$ cat config.mk
export PLATFORM = sky130hd
export DESIGN_NAME = pbts_top
export DESIGN_NICKNAME = d
export VERILOG_FILES = /design/src/rtl/pbts_pkg.sv /design/src/rtl/pbts_top.sv
export SDC_FILE = /design/constraint.sdc
export NUM_CORES = 1
export LEC_CHECK = 0
export BUFFER_PORTS_ARGS = -buffer_cell sky130_fd_sc_hd__buf_2
export CAP_MARGIN = 20
export CORE_ASPECT_RATIO = 0.7
export CORE_MARGIN = 2
export CORE_UTILIZATION = 50
export DETAILED_ROUTE_END_ITERATION = 7
export GPL_TIMING_DRIVEN = 1
export PLACE_DENSITY = 0.79
export SLEW_MARGIN = 15
export SYNTH_ARGS = -nofsm -noshare
export SYNTH_HDL_FRONTEND = slang
export SYNTH_SLANG_ARGS = --single-unit
$ cat constraint.sdc
create_clock -name hclk -period 7 [get_ports hclk]
set_clock_uncertainty 0.05 [all_clocks]
set_input_delay 0.7 -clock hclk [delete_from_list [all_inputs] [get_ports hclk]]
set_output_delay 0.7 -clock hclk [all_outputs]
set_load 0.1 [all_outputs]
$ cat src/rtl/pbts_pkg.sv
// constants, field layout and bus carrier types for the port b trigger-select block
// assumes a single ahb-lite slave port on a 20 MHz core clock
// Operation
// - code 00 requests on high input level, code 01 on low level.
// - code 10 requests on rising edge, code 11 on falling edge.
// - upper register at 0x238 holds lines 31..16, two bits per line.
// - lower register at 0x23C holds line 15 in bits 31:30.
// - every trigger field resets to zero, meaning high level sensing.
// - fields are read/write; reads return last write, no side effects.
package pbts_pkg;

  localparam int unsigned  LINE_LO       = 15;
  localparam int unsigned  LINE_HI       = 31;
  localparam int unsigned  UPPER_BASE    = 16;
  localparam int unsigned  ADDR_W        = 12;
  localparam int unsigned  LOWER_FLD_LSB = 30;

  localparam logic [11:0]  OFS_TRIG_UPPER = 12'h238;
  localparam logic [11:0]  OFS_TRIG_LOWER = 12'h23C;
  localparam logic [11:0]  OFS_STATUS     = 12'h240;
  localparam logic [11:0]  OFS_MASK       = 12'h244;
  localparam logic [11:0]  OFS_LEVEL      = 12'h248;

  localparam logic [31:0]  RST_TRIG_UPPER = 32'h0000_0000;
  localparam logic [31:0]  RST_TRIG_LOWER = 32'h0000_0000;
  localparam logic [31:0]  RST_STATUS     = 32'h0000_0000;
  localparam logic [31:0]  RST_MASK       = 32'h0000_0000;
  localparam logic [31:0]  LOWER_RW_MASK  = 32'hC000_0000;
  localparam logic [31:0]  LINE_BITS_MASK = 32'hFFFF_8000;

  localparam logic [1:0]   HTRANS_NONSEQ  = 2'h2;
  localparam logic [1:0]   HTRANS_SEQ     = 2'h3;

  typedef enum logic [1:0] {
    TRIG_LEVEL_HIGH = 2'b00,
    TRIG_LEVEL_LOW  = 2'b01,
    TRIG_RISE       = 2'b10,
    TRIG_FALL       = 2'b11
  } pbts_trig_t;

  typedef struct packed {
    logic              valid;
    logic              write;
    logic [ADDR_W-1:0] addr;
  } pbts_addr_ph_t;

  localparam pbts_addr_ph_t ADDR_PH_IDLE = '{valid: 1'b0, write: 1'b0, addr: 12'h000};

endpackage : pbts_pkg

$ cat src/rtl/pbts_top.sv
// port b interrupt trigger selection with sticky status, mask and one irq line
// assumes ahb-lite master, single word transfers, pins asynchronous to hclk
`timescale 1ns/1ns
module pbts_top (
  input  wire logic                  hclk,
  input  wire logic                  hresetn,
  input  wire logic                  hsel,
  input  wire logic [31:0]           haddr,
  input  wire logic [1:0]            htrans,
  input  wire logic                  hwrite,
  input  wire logic [2:0]            hsize,
  input  wire logic [31:0]           hwdata,
  input  wire logic                  hready,
  output logic                       hreadyout,
  output logic [31:0]                hrdata,
  output logic                       hresp,
  input  wire logic [pbts_pkg::LINE_HI:pbts_pkg::LINE_LO] port_b_lines,
  output logic                       irq
);
  import pbts_pkg::*;

  localparam int unsigned NL = LINE_HI - LINE_LO + 1;

  // trigger code of line n out of the two trigger-select registers
  function automatic logic [1:0] line_code(input logic [31:0] up,
                                           input logic [31:0] lo,
                                           input int unsigned n);
    logic [1:0] c;
    c = lo[LOWER_FLD_LSB +: 2];
    if (n >= UPPER_BASE) begin
      c = up[2*(n-UPPER_BASE) +: 2];
    end
    return c;
  endfunction : line_code

  // request of one line for its code, current and previous sampled level
  function automatic logic detect(input logic [1:0] code, input logic cur,
                                  input logic prev);
    logic r;
    r = 1'b0;
    unique case (pbts_trig_t'(code))
      TRIG_LEVEL_HIGH: r = cur;
      TRIG_LEVEL_LOW:  r = ~cur;
      TRIG_RISE:       r = cur & ~prev;
      TRIG_FALL:       r = ~cur & prev;
    endcase
    return r;
  endfunction : detect

  logic [31:0]    trig_upper;
  logic [31:0]    trig_lower;
  logic [NL-1:0]  status;
  logic [NL-1:0]  mask;
  logic [NL-1:0]  sync1;
  logic [NL-1:0]  sync2;
  logic [NL-1:0]  prev;
  pbts_addr_ph_t  aph;

  logic [31:0]    next_trig_upper;
  logic [31:0]    next_trig_lower;
  logic [NL-1:0]  next_status;
  logic [NL-1:0]  next_mask;
  logic [31:0]    next_hrdata;
  pbts_addr_ph_t  next_aph;
  logic [NL-1:0]  evt;
  logic [NL-1:0]  w1c;
  logic [31:0]    rd_word;

  // bus decode
  wire take       = hsel & hready & (htrans == HTRANS_NONSEQ | htrans == HTRANS_SEQ);
  wire wr_dp      = aph.valid & aph.write;
  wire wr_upper   = wr_dp & (aph.addr == OFS_TRIG_UPPER);
  wire wr_lower   = wr_dp & (aph.addr == OFS_TRIG_LOWER);
  wire wr_status  = wr_dp & (aph.addr == OFS_STATUS);
  wire wr_mask    = wr_dp & (aph.addr == OFS_MASK);
  wire rd_take    = take & ~hwrite;
  wire [ADDR_W-1:0] rd_addr = haddr[ADDR_W-1:0];

  assign next_aph = take ? '{valid: 1'b1, write: hwrite, addr: haddr[ADDR_W-1:0]}
                         : ADDR_PH_IDLE;

  // writes land in the data phase; only whole-word transfers are expected
  assign next_trig_upper = wr_upper ? hwdata : trig_upper;
  assign next_trig_lower = wr_lower ? (hwdata & LOWER_RW_MASK) : trig_lower;
  assign next_mask       = wr_mask ? hwdata[LINE_HI:LINE_LO] : mask;
  assign w1c             = wr_status ? hwdata[LINE_HI:LINE_LO] : '0;

  // edge and level detection on the synchronised levels
  genvar gi;
  generate
    for (gi = 0; gi < NL; gi++) begin : g_det
      assign evt[gi] = detect(line_code(trig_upper, trig_lower, gi + LINE_LO),
                              sync2[gi], prev[gi]);
    end
  endgenerate

  // a new event in the clearing cycle keeps its bit set
  assign next_status = (status & ~w1c) | evt;

  // reads see the value after a write in the same cycle, so back to back
  // write then read of one register returns the new data
  assign rd_word = (rd_addr == OFS_TRIG_UPPER) ? next_trig_upper :
                   (rd_addr == OFS_TRIG_LOWER) ? next_trig_lower :
                   (rd_addr == OFS_STATUS)     ? {next_status, 15'h0000} :
                   (rd_addr == OFS_MASK)       ? {next_mask, 15'h0000} :
                   (rd_addr == OFS_LEVEL)      ? {sync2, 15'h0000} : 32'h0000_0000;
  assign next_hrdata = rd_take ? rd_word : 32'h0000_0000;

  always_ff @(posedge hclk or negedge hresetn) begin
    if (!hresetn) begin
      trig_upper <= RST_TRIG_UPPER;
      trig_lower <= RST_TRIG_LOWER;
      status     <= RST_STATUS[LINE_HI:LINE_LO];
      mask       <= RST_MASK[LINE_HI:LINE_LO];
      aph        <= ADDR_PH_IDLE;
      hrdata     <= 32'h0000_0000;
      hreadyout  <= 1'b1;
      hresp      <= 1'b0;
      irq        <= 1'b0;
    end else begin
      trig_upper <= next_trig_upper;
      trig_lower <= next_trig_lower;
      status     <= next_status;
      mask       <= next_mask;
      aph        <= next_aph;
      hrdata     <= next_hrdata;
      hreadyout  <= 1'b1;
      hresp      <= 1'b0;
      irq        <= |(next_status & next_mask);
    end
  end

  // pins are asynchronous; sync1 feeds only sync2
  always_ff @(posedge hclk or negedge hresetn) begin
    if (!hresetn) begin
      sync1 <= '0;
      sync2 <= '0;
      prev  <= '0;
    end else begin
      sync1 <= port_b_lines;
      sync2 <= sync1;
      prev  <= sync2;
    end
  end

  // helper state for the checks below
  logic          written_any;
  logic [NL-1:0] want_hi;
  logic [NL-1:0] want_lo;
  logic [NL-1:0] want_rise;
  logic [NL-1:0] want_fall;

  always_ff @(posedge hclk or negedge hresetn) begin
    if (!hresetn) begin
      written_any <= 1'b0;
    end else if (wr_upper | wr_lower) begin
      written_any <= 1'b1;
    end
  end

  generate
    for (gi = 0; gi < NL; gi++) begin : g_want
      wire [1:0] cd = line_code(trig_upper, trig_lower, gi + LINE_LO);
      assign want_hi[gi]   = (cd == TRIG_LEVEL_HIGH) & sync2[gi];
      assign want_lo[gi]   = (cd == TRIG_LEVEL_LOW) & ~sync2[gi];
      assign want_rise[gi] = (cd == TRIG_RISE) & sync2[gi] & ~prev[gi];
      assign want_fall[gi] = (cd == TRIG_FALL) & ~sync2[gi] & prev[gi];
    end
  endgenerate

  // helper views so the checks below do not lean on the design's own decode
  logic [NL-1:0] wd_lines;
  logic [NL-1:0] want_any;
  logic          rd_mapped;

  assign wd_lines  = hwdata[LINE_HI:LINE_LO];
  assign want_any  = want_hi | want_lo | want_rise | want_fall;
  assign rd_mapped = (rd_addr == OFS_TRIG_UPPER) |
                     (rd_addr == OFS_TRIG_LOWER) |
                     (rd_addr == OFS_STATUS) |
                     (rd_addr == OFS_MASK) |
                     (rd_addr == OFS_LEVEL);
endmodule : pbts_top

# == Word level (Yosys, flattened, before mapping) ==
# Index checks and enable logic that the tools add are counted.
# op_classes
n_eq_ne,62
n_bitwise,82
n_reduce_logical,18
n_mux,28
# op_table
op,n
32-bit 2-to-1 mux,8
12-bit by 10-bit == test with 1-bit output (second input constant),9
2-bit == test (second input constant),36
1-bit one-hot mux with 4 select lines,17
1-bit bitwise AND,42
1-bit inverter,35
17-bit bitwise AND,2
2-bit by 1-bit == test with 1-bit output (second input constant),17
2-bit logical NOT,17
17-bit 2-to-1 mux,2
17-bit inverter,1
17-bit bitwise OR,1
17-bit OR reduction,1
14-bit 2-to-1 mux,1
1-bit bitwise OR,1
# totals
ff_bits,196
out_inout_bits,35
in_bits,91

# == Logic depth before layout (Yosys ltp) ==
# depth
depth_word,10
ltp_mapped,9
depth_no_buf,7

# == Worst setup path after synthesis ==
# Ideal clock, no wire load.
# synth_timing
kind,register -> register
start,register aph[3] in the netlist's numbering
end,register irq
path_stages_with_launch,10
path_buffers,2
setup_time_ns,0.140
path_slack_ns,4.396
synth_period_minus_slack_ns,2.604
t_arrival_ns,2.414
required_time_ns,6.810
path_cell_list,dfrtp_1 or4b_4 or4_4 buf_6 buf_8 mux2i_2 inv_2 a22o_1 a221oi_2 nand4_1
# synth_between
word_cells_on_any_way,11
cone_classes,eq/ne (2); mux (2); bitwise (6); reduce/logical (1)
# synth_rtl
item,line_no,rtl
"start, declared",pbts_top.sv:57,pbts_addr_ph_t aph;
"start signal, assigned",pbts_top.sv:125,aph <= next_aph;
12-bit by 10-bit == test with 1-bit output,pbts_top.sv:75,wire wr_mask = wr_dp & (aph.addr == OFS_MASK);
1-bit bitwise AND,pbts_top.sv:75,
17-bit 2-to-1 mux,pbts_top.sv:85,assign next_mask = wr_mask ? hwdata[LINE_HI:LINE_LO] : mask;
named net next_mask[6],pbts_top.sv:62,logic [NL-1:0] next_mask;
17-bit bitwise AND,pbts_top.sv:129,irq <= |(next_status & next_mask);
17-bit OR reduction,pbts_top.sv:129,
"end signal, assigned",pbts_top.sv:129,
"end, declared",pbts_top.sv:18,output logic irq
# The timed path passes the listed nets, and every way through them passes these cells.

# == Final worst setup path ==
# layout_timing
start,register aph[7] in the netlist's numbering
end,register hrdata[23]
# layout_between
word_cells_on_any_way,20
cone_classes,eq/ne (4); mux (9); bitwise (7)
# layout_rtl
item,line_no,rtl
12-bit by 10-bit == test with 1-bit output,pbts_top.sv:72,wire wr_upper = wr_dp & (aph.addr == OFS_TRIG_UPPER);
1-bit bitwise AND,pbts_top.sv:72,
32-bit 2-to-1 mux,pbts_top.sv:83,assign next_trig_upper = wr_upper ? hwdata : trig_upper;
named net next_trig_upper[23],pbts_top.sv:59,logic [31:0] next_trig_upper;
32-bit 2-to-1 mux,pbts_top.sv:102,assign rd_word = (rd_addr == OFS_TRIG_UPPER) ? next_trig_upper :
32-bit 2-to-1 mux,pbts_top.sv:107,assign next_hrdata = rd_take ? rd_word : 32'h0000_0000;
named net next_hrdata[23],pbts_top.sv:63,logic [31:0] next_hrdata;
"end signal, assigned",pbts_top.sv:126,hrdata <= next_hrdata;
"end, declared",pbts_top.sv:15,"output logic [31:0] hrdata,"
# The timed path passes the listed nets, and every way through them passes these cells.

==> summary.txt <==
Status
  – Status: finished, final reports clean

CTS
  – CTS buffer count: 17
  – Post CTS Setup Buffer Count: 0
  – Clk_lat worst skew: 430 ps
  – H-tree depth: 4
  – Clk buf depth: 2
  – Hold-fix buffers at CTS: 0
  – Clk sinks: 196
  – CTS tree: built
  – CTS Root Cell: clkbuf_16
  – # resized after CTS: 0
  – CTS clk-pin slew, worst paths: 70 ps

Routing
  – Detailed Route WL: 17.3 mm
  – Total number of vias: 5,121
  – Remaining DRCs: 0
  – Vias per cell: 5.52
  – Initial DRC Count: 371
  – Drt first pass iters: 5
  – Detail Route Antenna Nets: 0
  – WL per Instance: 18.7 um

Yosys
  – Synthesized cell area: 7610 um2
  – EDFF count, synth: 0
  – Sequential share of the synthesized area: 0.645
  – Count of cell types in the netlist: 53
  – Post-Syn Instances: 619
  – Ys async rst share: 1.00
  – Top-area cell type share of the netlist area: 0.645
  – YS warnings: 0
  – Largest area contributor in the netlist: dfrtp_1
  – Syn_area_per_cell: 12.3 um2
  – Synthesized net count: 710
  – Synth Flop Type: dfrtp_1
  – Ranking of synthesized cells by area: dfrtp_1 64%, mux2_2 6.5%, o21ai_0 3.6%, and2_1 3.5%, a21oi_1 2.4%
  – FF+latch count, synth: 196

Power and ir drop
  – Worst vdd rail ir drop: 155 uV
  – LEAKAGE: 4.32 nW
  – Total power: 2.29 mW
  – PD cells: 256 nW/um2

Critical path
  – Worst flop-to-flop path endpoint: hrdata[23]
  – Slack of the worst reg-to-reg path: 3860 ps
  – CP Data Required Time: 7270 ps
  – Reg2reg path depth: 6
  – Worst-path fanout max: 33
  – Critical path class: reg2reg
  – Critical-path cell list: or3b_2 > nor4_1 > nor2b_4 > mux2_2 > o21ai_0 > o21ba_2
  – Crit path arrival time: 3410 ps
  – CP Launch Type: flop
  – Crit-path max cell delay: 990 ps
  – CP Capture Type: flop
  – FF-to-FF Start: aph[7]
  – Slowest stage cell, crit path: nor2b_4

Global route
  – First-pass GRT wire length: 28.1 mm
  – Vias in the first global route: 5,472
  – Grt ovf: 0
  – Largest net degree at the start of global routing: 108
  – Tot GR Track Use: 0.231
  – Initial antenna violation count: 0

Timing
  – Final setup fails: 0
  – Slew of the pin with the lowest slew margin: 1130 ps
  – WHS: 299 ps
  – Post-route setup slack: 3860 ps
  – RSZ-0062 raised after global routing: no
  – Final worst-path cycle share: 0.449
  – Minimum clock period: 3140 ps
  – Setup TNS: 0 ps
  – Final hold vios: 0
  – Slew headroom: 0.242
  – Slew Viols, Final: 0
  – Fmax: 318 MHz

Final layout
  – # nets final: 811
  – Area growth syn-to-layout: 17.6%
  – Layout cells sized above 1: 0.274
  – Diodes inserted: 0

Floorplanning
  – Overall die area: 16,200 um2
  – Starting Density: 0.515
  – Core Area: 14,800 um2
  – I/O pin total: 126
  – Die X: 151 um
  – FP Rows: 37
  – Chip Height: 107 um

Placement
  – GPL Wtd Cong: 0.848
  – Dpl hpwl: 11.4 mm
  – DP Worst Slack: 3880 ps
  – Port-buffer cells: 99

Min path
  – Hold Path Class: in2async

Flow run
  – # Max-Cap Violations: 0
==> sequential cells by signal, summed over array words and instances (netlist names) <==
register,flops
prev,17
mask,17
trig_upper,32
aph,14
sync2,17
hrdata,32
trig_lower,32
sync1,17
irq,1
status,17
==> where the power goes <==
group	total, mW	leakage (nW)	switching [mW]	internal, mW
logic	0.0917	1.54	0.0592	0.0325
clock network	1.04	0.304	0.424	0.611
registers	1.17	2.47	0.0126	1.15
==> stage by stage <==
| step | util | instances | instance area [um2] |
|---|---|---|---|
| after floorplan | - | 619 | 7610 |
| after global placement | 0.563 | 896 | 8310 |
| after detailed placement | 0.563 | 896 | 8310 |
| after CTS | 0.606 | 928 | 8940 |
| after global routing | 0.606 | 928 | 8950 |
| final | 0.606 | 928 | 8950 |
==> cell families after synthesis <==
family | synth area share
flops | 0.645
xor+xnor | 0.0207
compound gates | 0.104
mux | 0.0945
other cells | 0.000987
buf+inv | 0.0261
simple gates | 0.109
==> how the worst max path moves through the flow <==
| stage | end | slack (ps) | startpoint | cells past startpoint |
|---|---|---|---|---|
| floorplan | irq | 4400 | aph[3] | 9 |
| global placement | hrdata[23] | 3960 | aph[7] | 6 |
| detailed placement | hrdata[23] | 3880 | aph[7] | 6 |
| CTS | hrdata[23] | 3870 | aph[7] | 6 |
| global route | hrdata[31] | 3720 | aph[7] | 6 |
| finish | hrdata[23] | 3860 | aph[7] | 6 |
==> final cells by class <==
cell class | count | area (um2)
clock inverter | 14 | 196
fill | 1150 | 5820
inverter | 18 | 67.6
multi-input combinational | 379 | 2520
timing repair buffer | 108 | 576
sequential | 196 | 4900
tap | 195 | 244
clock buffer | 18 | 439
==> layout by cell type, fill, tap and decap left out, types with 4 or more instances in the layout <==
| cell | netlist | routed |
|---|---|---|
| a21boi_0 | 7 | 7 |
| buf_4 | 3 | 8 |
| xnor2_1 | 9 | 9 |
| nand2b_1 | 7 | 7 |
| a21o_1 | 11 | 11 |
| bufinv_16 | 0 | 4 |
| clkbuf_16 | 0 | 17 |
| a21oi_1 | 36 | 36 |
| and2_1 | 43 | 43 |
| dfrtp_1 | 196 | 196 |
| o21ai_0 | 54 | 54 |
| xor2_1 | 9 | 9 |
| nor2_1 | 39 | 39 |
| a22oi_1 | 4 | 4 |
| buf_2 | 3 | 98 |
| mux2i_1 | 18 | 18 |
| mux2_2 | 44 | 44 |
| nand2_1 | 48 | 48 |
| inv_1 | 16 | 16 |
| a211o_1 | 4 | 4 |
| inv_6 | 0 | 4 |
==> Yosys cell counts, types with 2 or more instances <==
master	instances
nand2b_1	7
inv_1	16
mux2_4	2
a2bb2oi_1	3
a21boi_0	7
a22oi_1	4
a211o_1	4
nor2b_1	4
clkbuf_1	17
xor2_1	9
o22ai_1	2
buf_4	3
nor4_1	3
dfrtp_1	196
nor2_1	39
and2_1	43
xnor2_1	9
a21oi_1	36
buf_2	3
o21ai_0	54
or3_1	2
mux2i_1	18
or2_2	2
a21o_1	11
nor3_1	2
nor4_2	2
conb_1	2
and3_1	2
or3b_2	2
o211ai_1	2
mux2_2	44
nand2_1	48
==> worst max-delay path: cells and delay by family (launching register included) <==
kind	cells	cell delay, ps
flip-flops	1	350
AO/OA/AOI/OAI	2	340
AND/OR/NAND/NOR	3	1850
multiplexers	1	430
==> layer usage <==
layer,up-vias,part of all wire,track usage,wire (um)
met5,-,0,0,0
li1,2311,-,-,-
met4,0,0.010,0.0714,178
met2,180,0.47,0.356,8160
met1,2611,0.45,0.324,7850
met3,19,0.066,0.0613,1140
No activity file was read; power rests on OpenSTA's default activity.
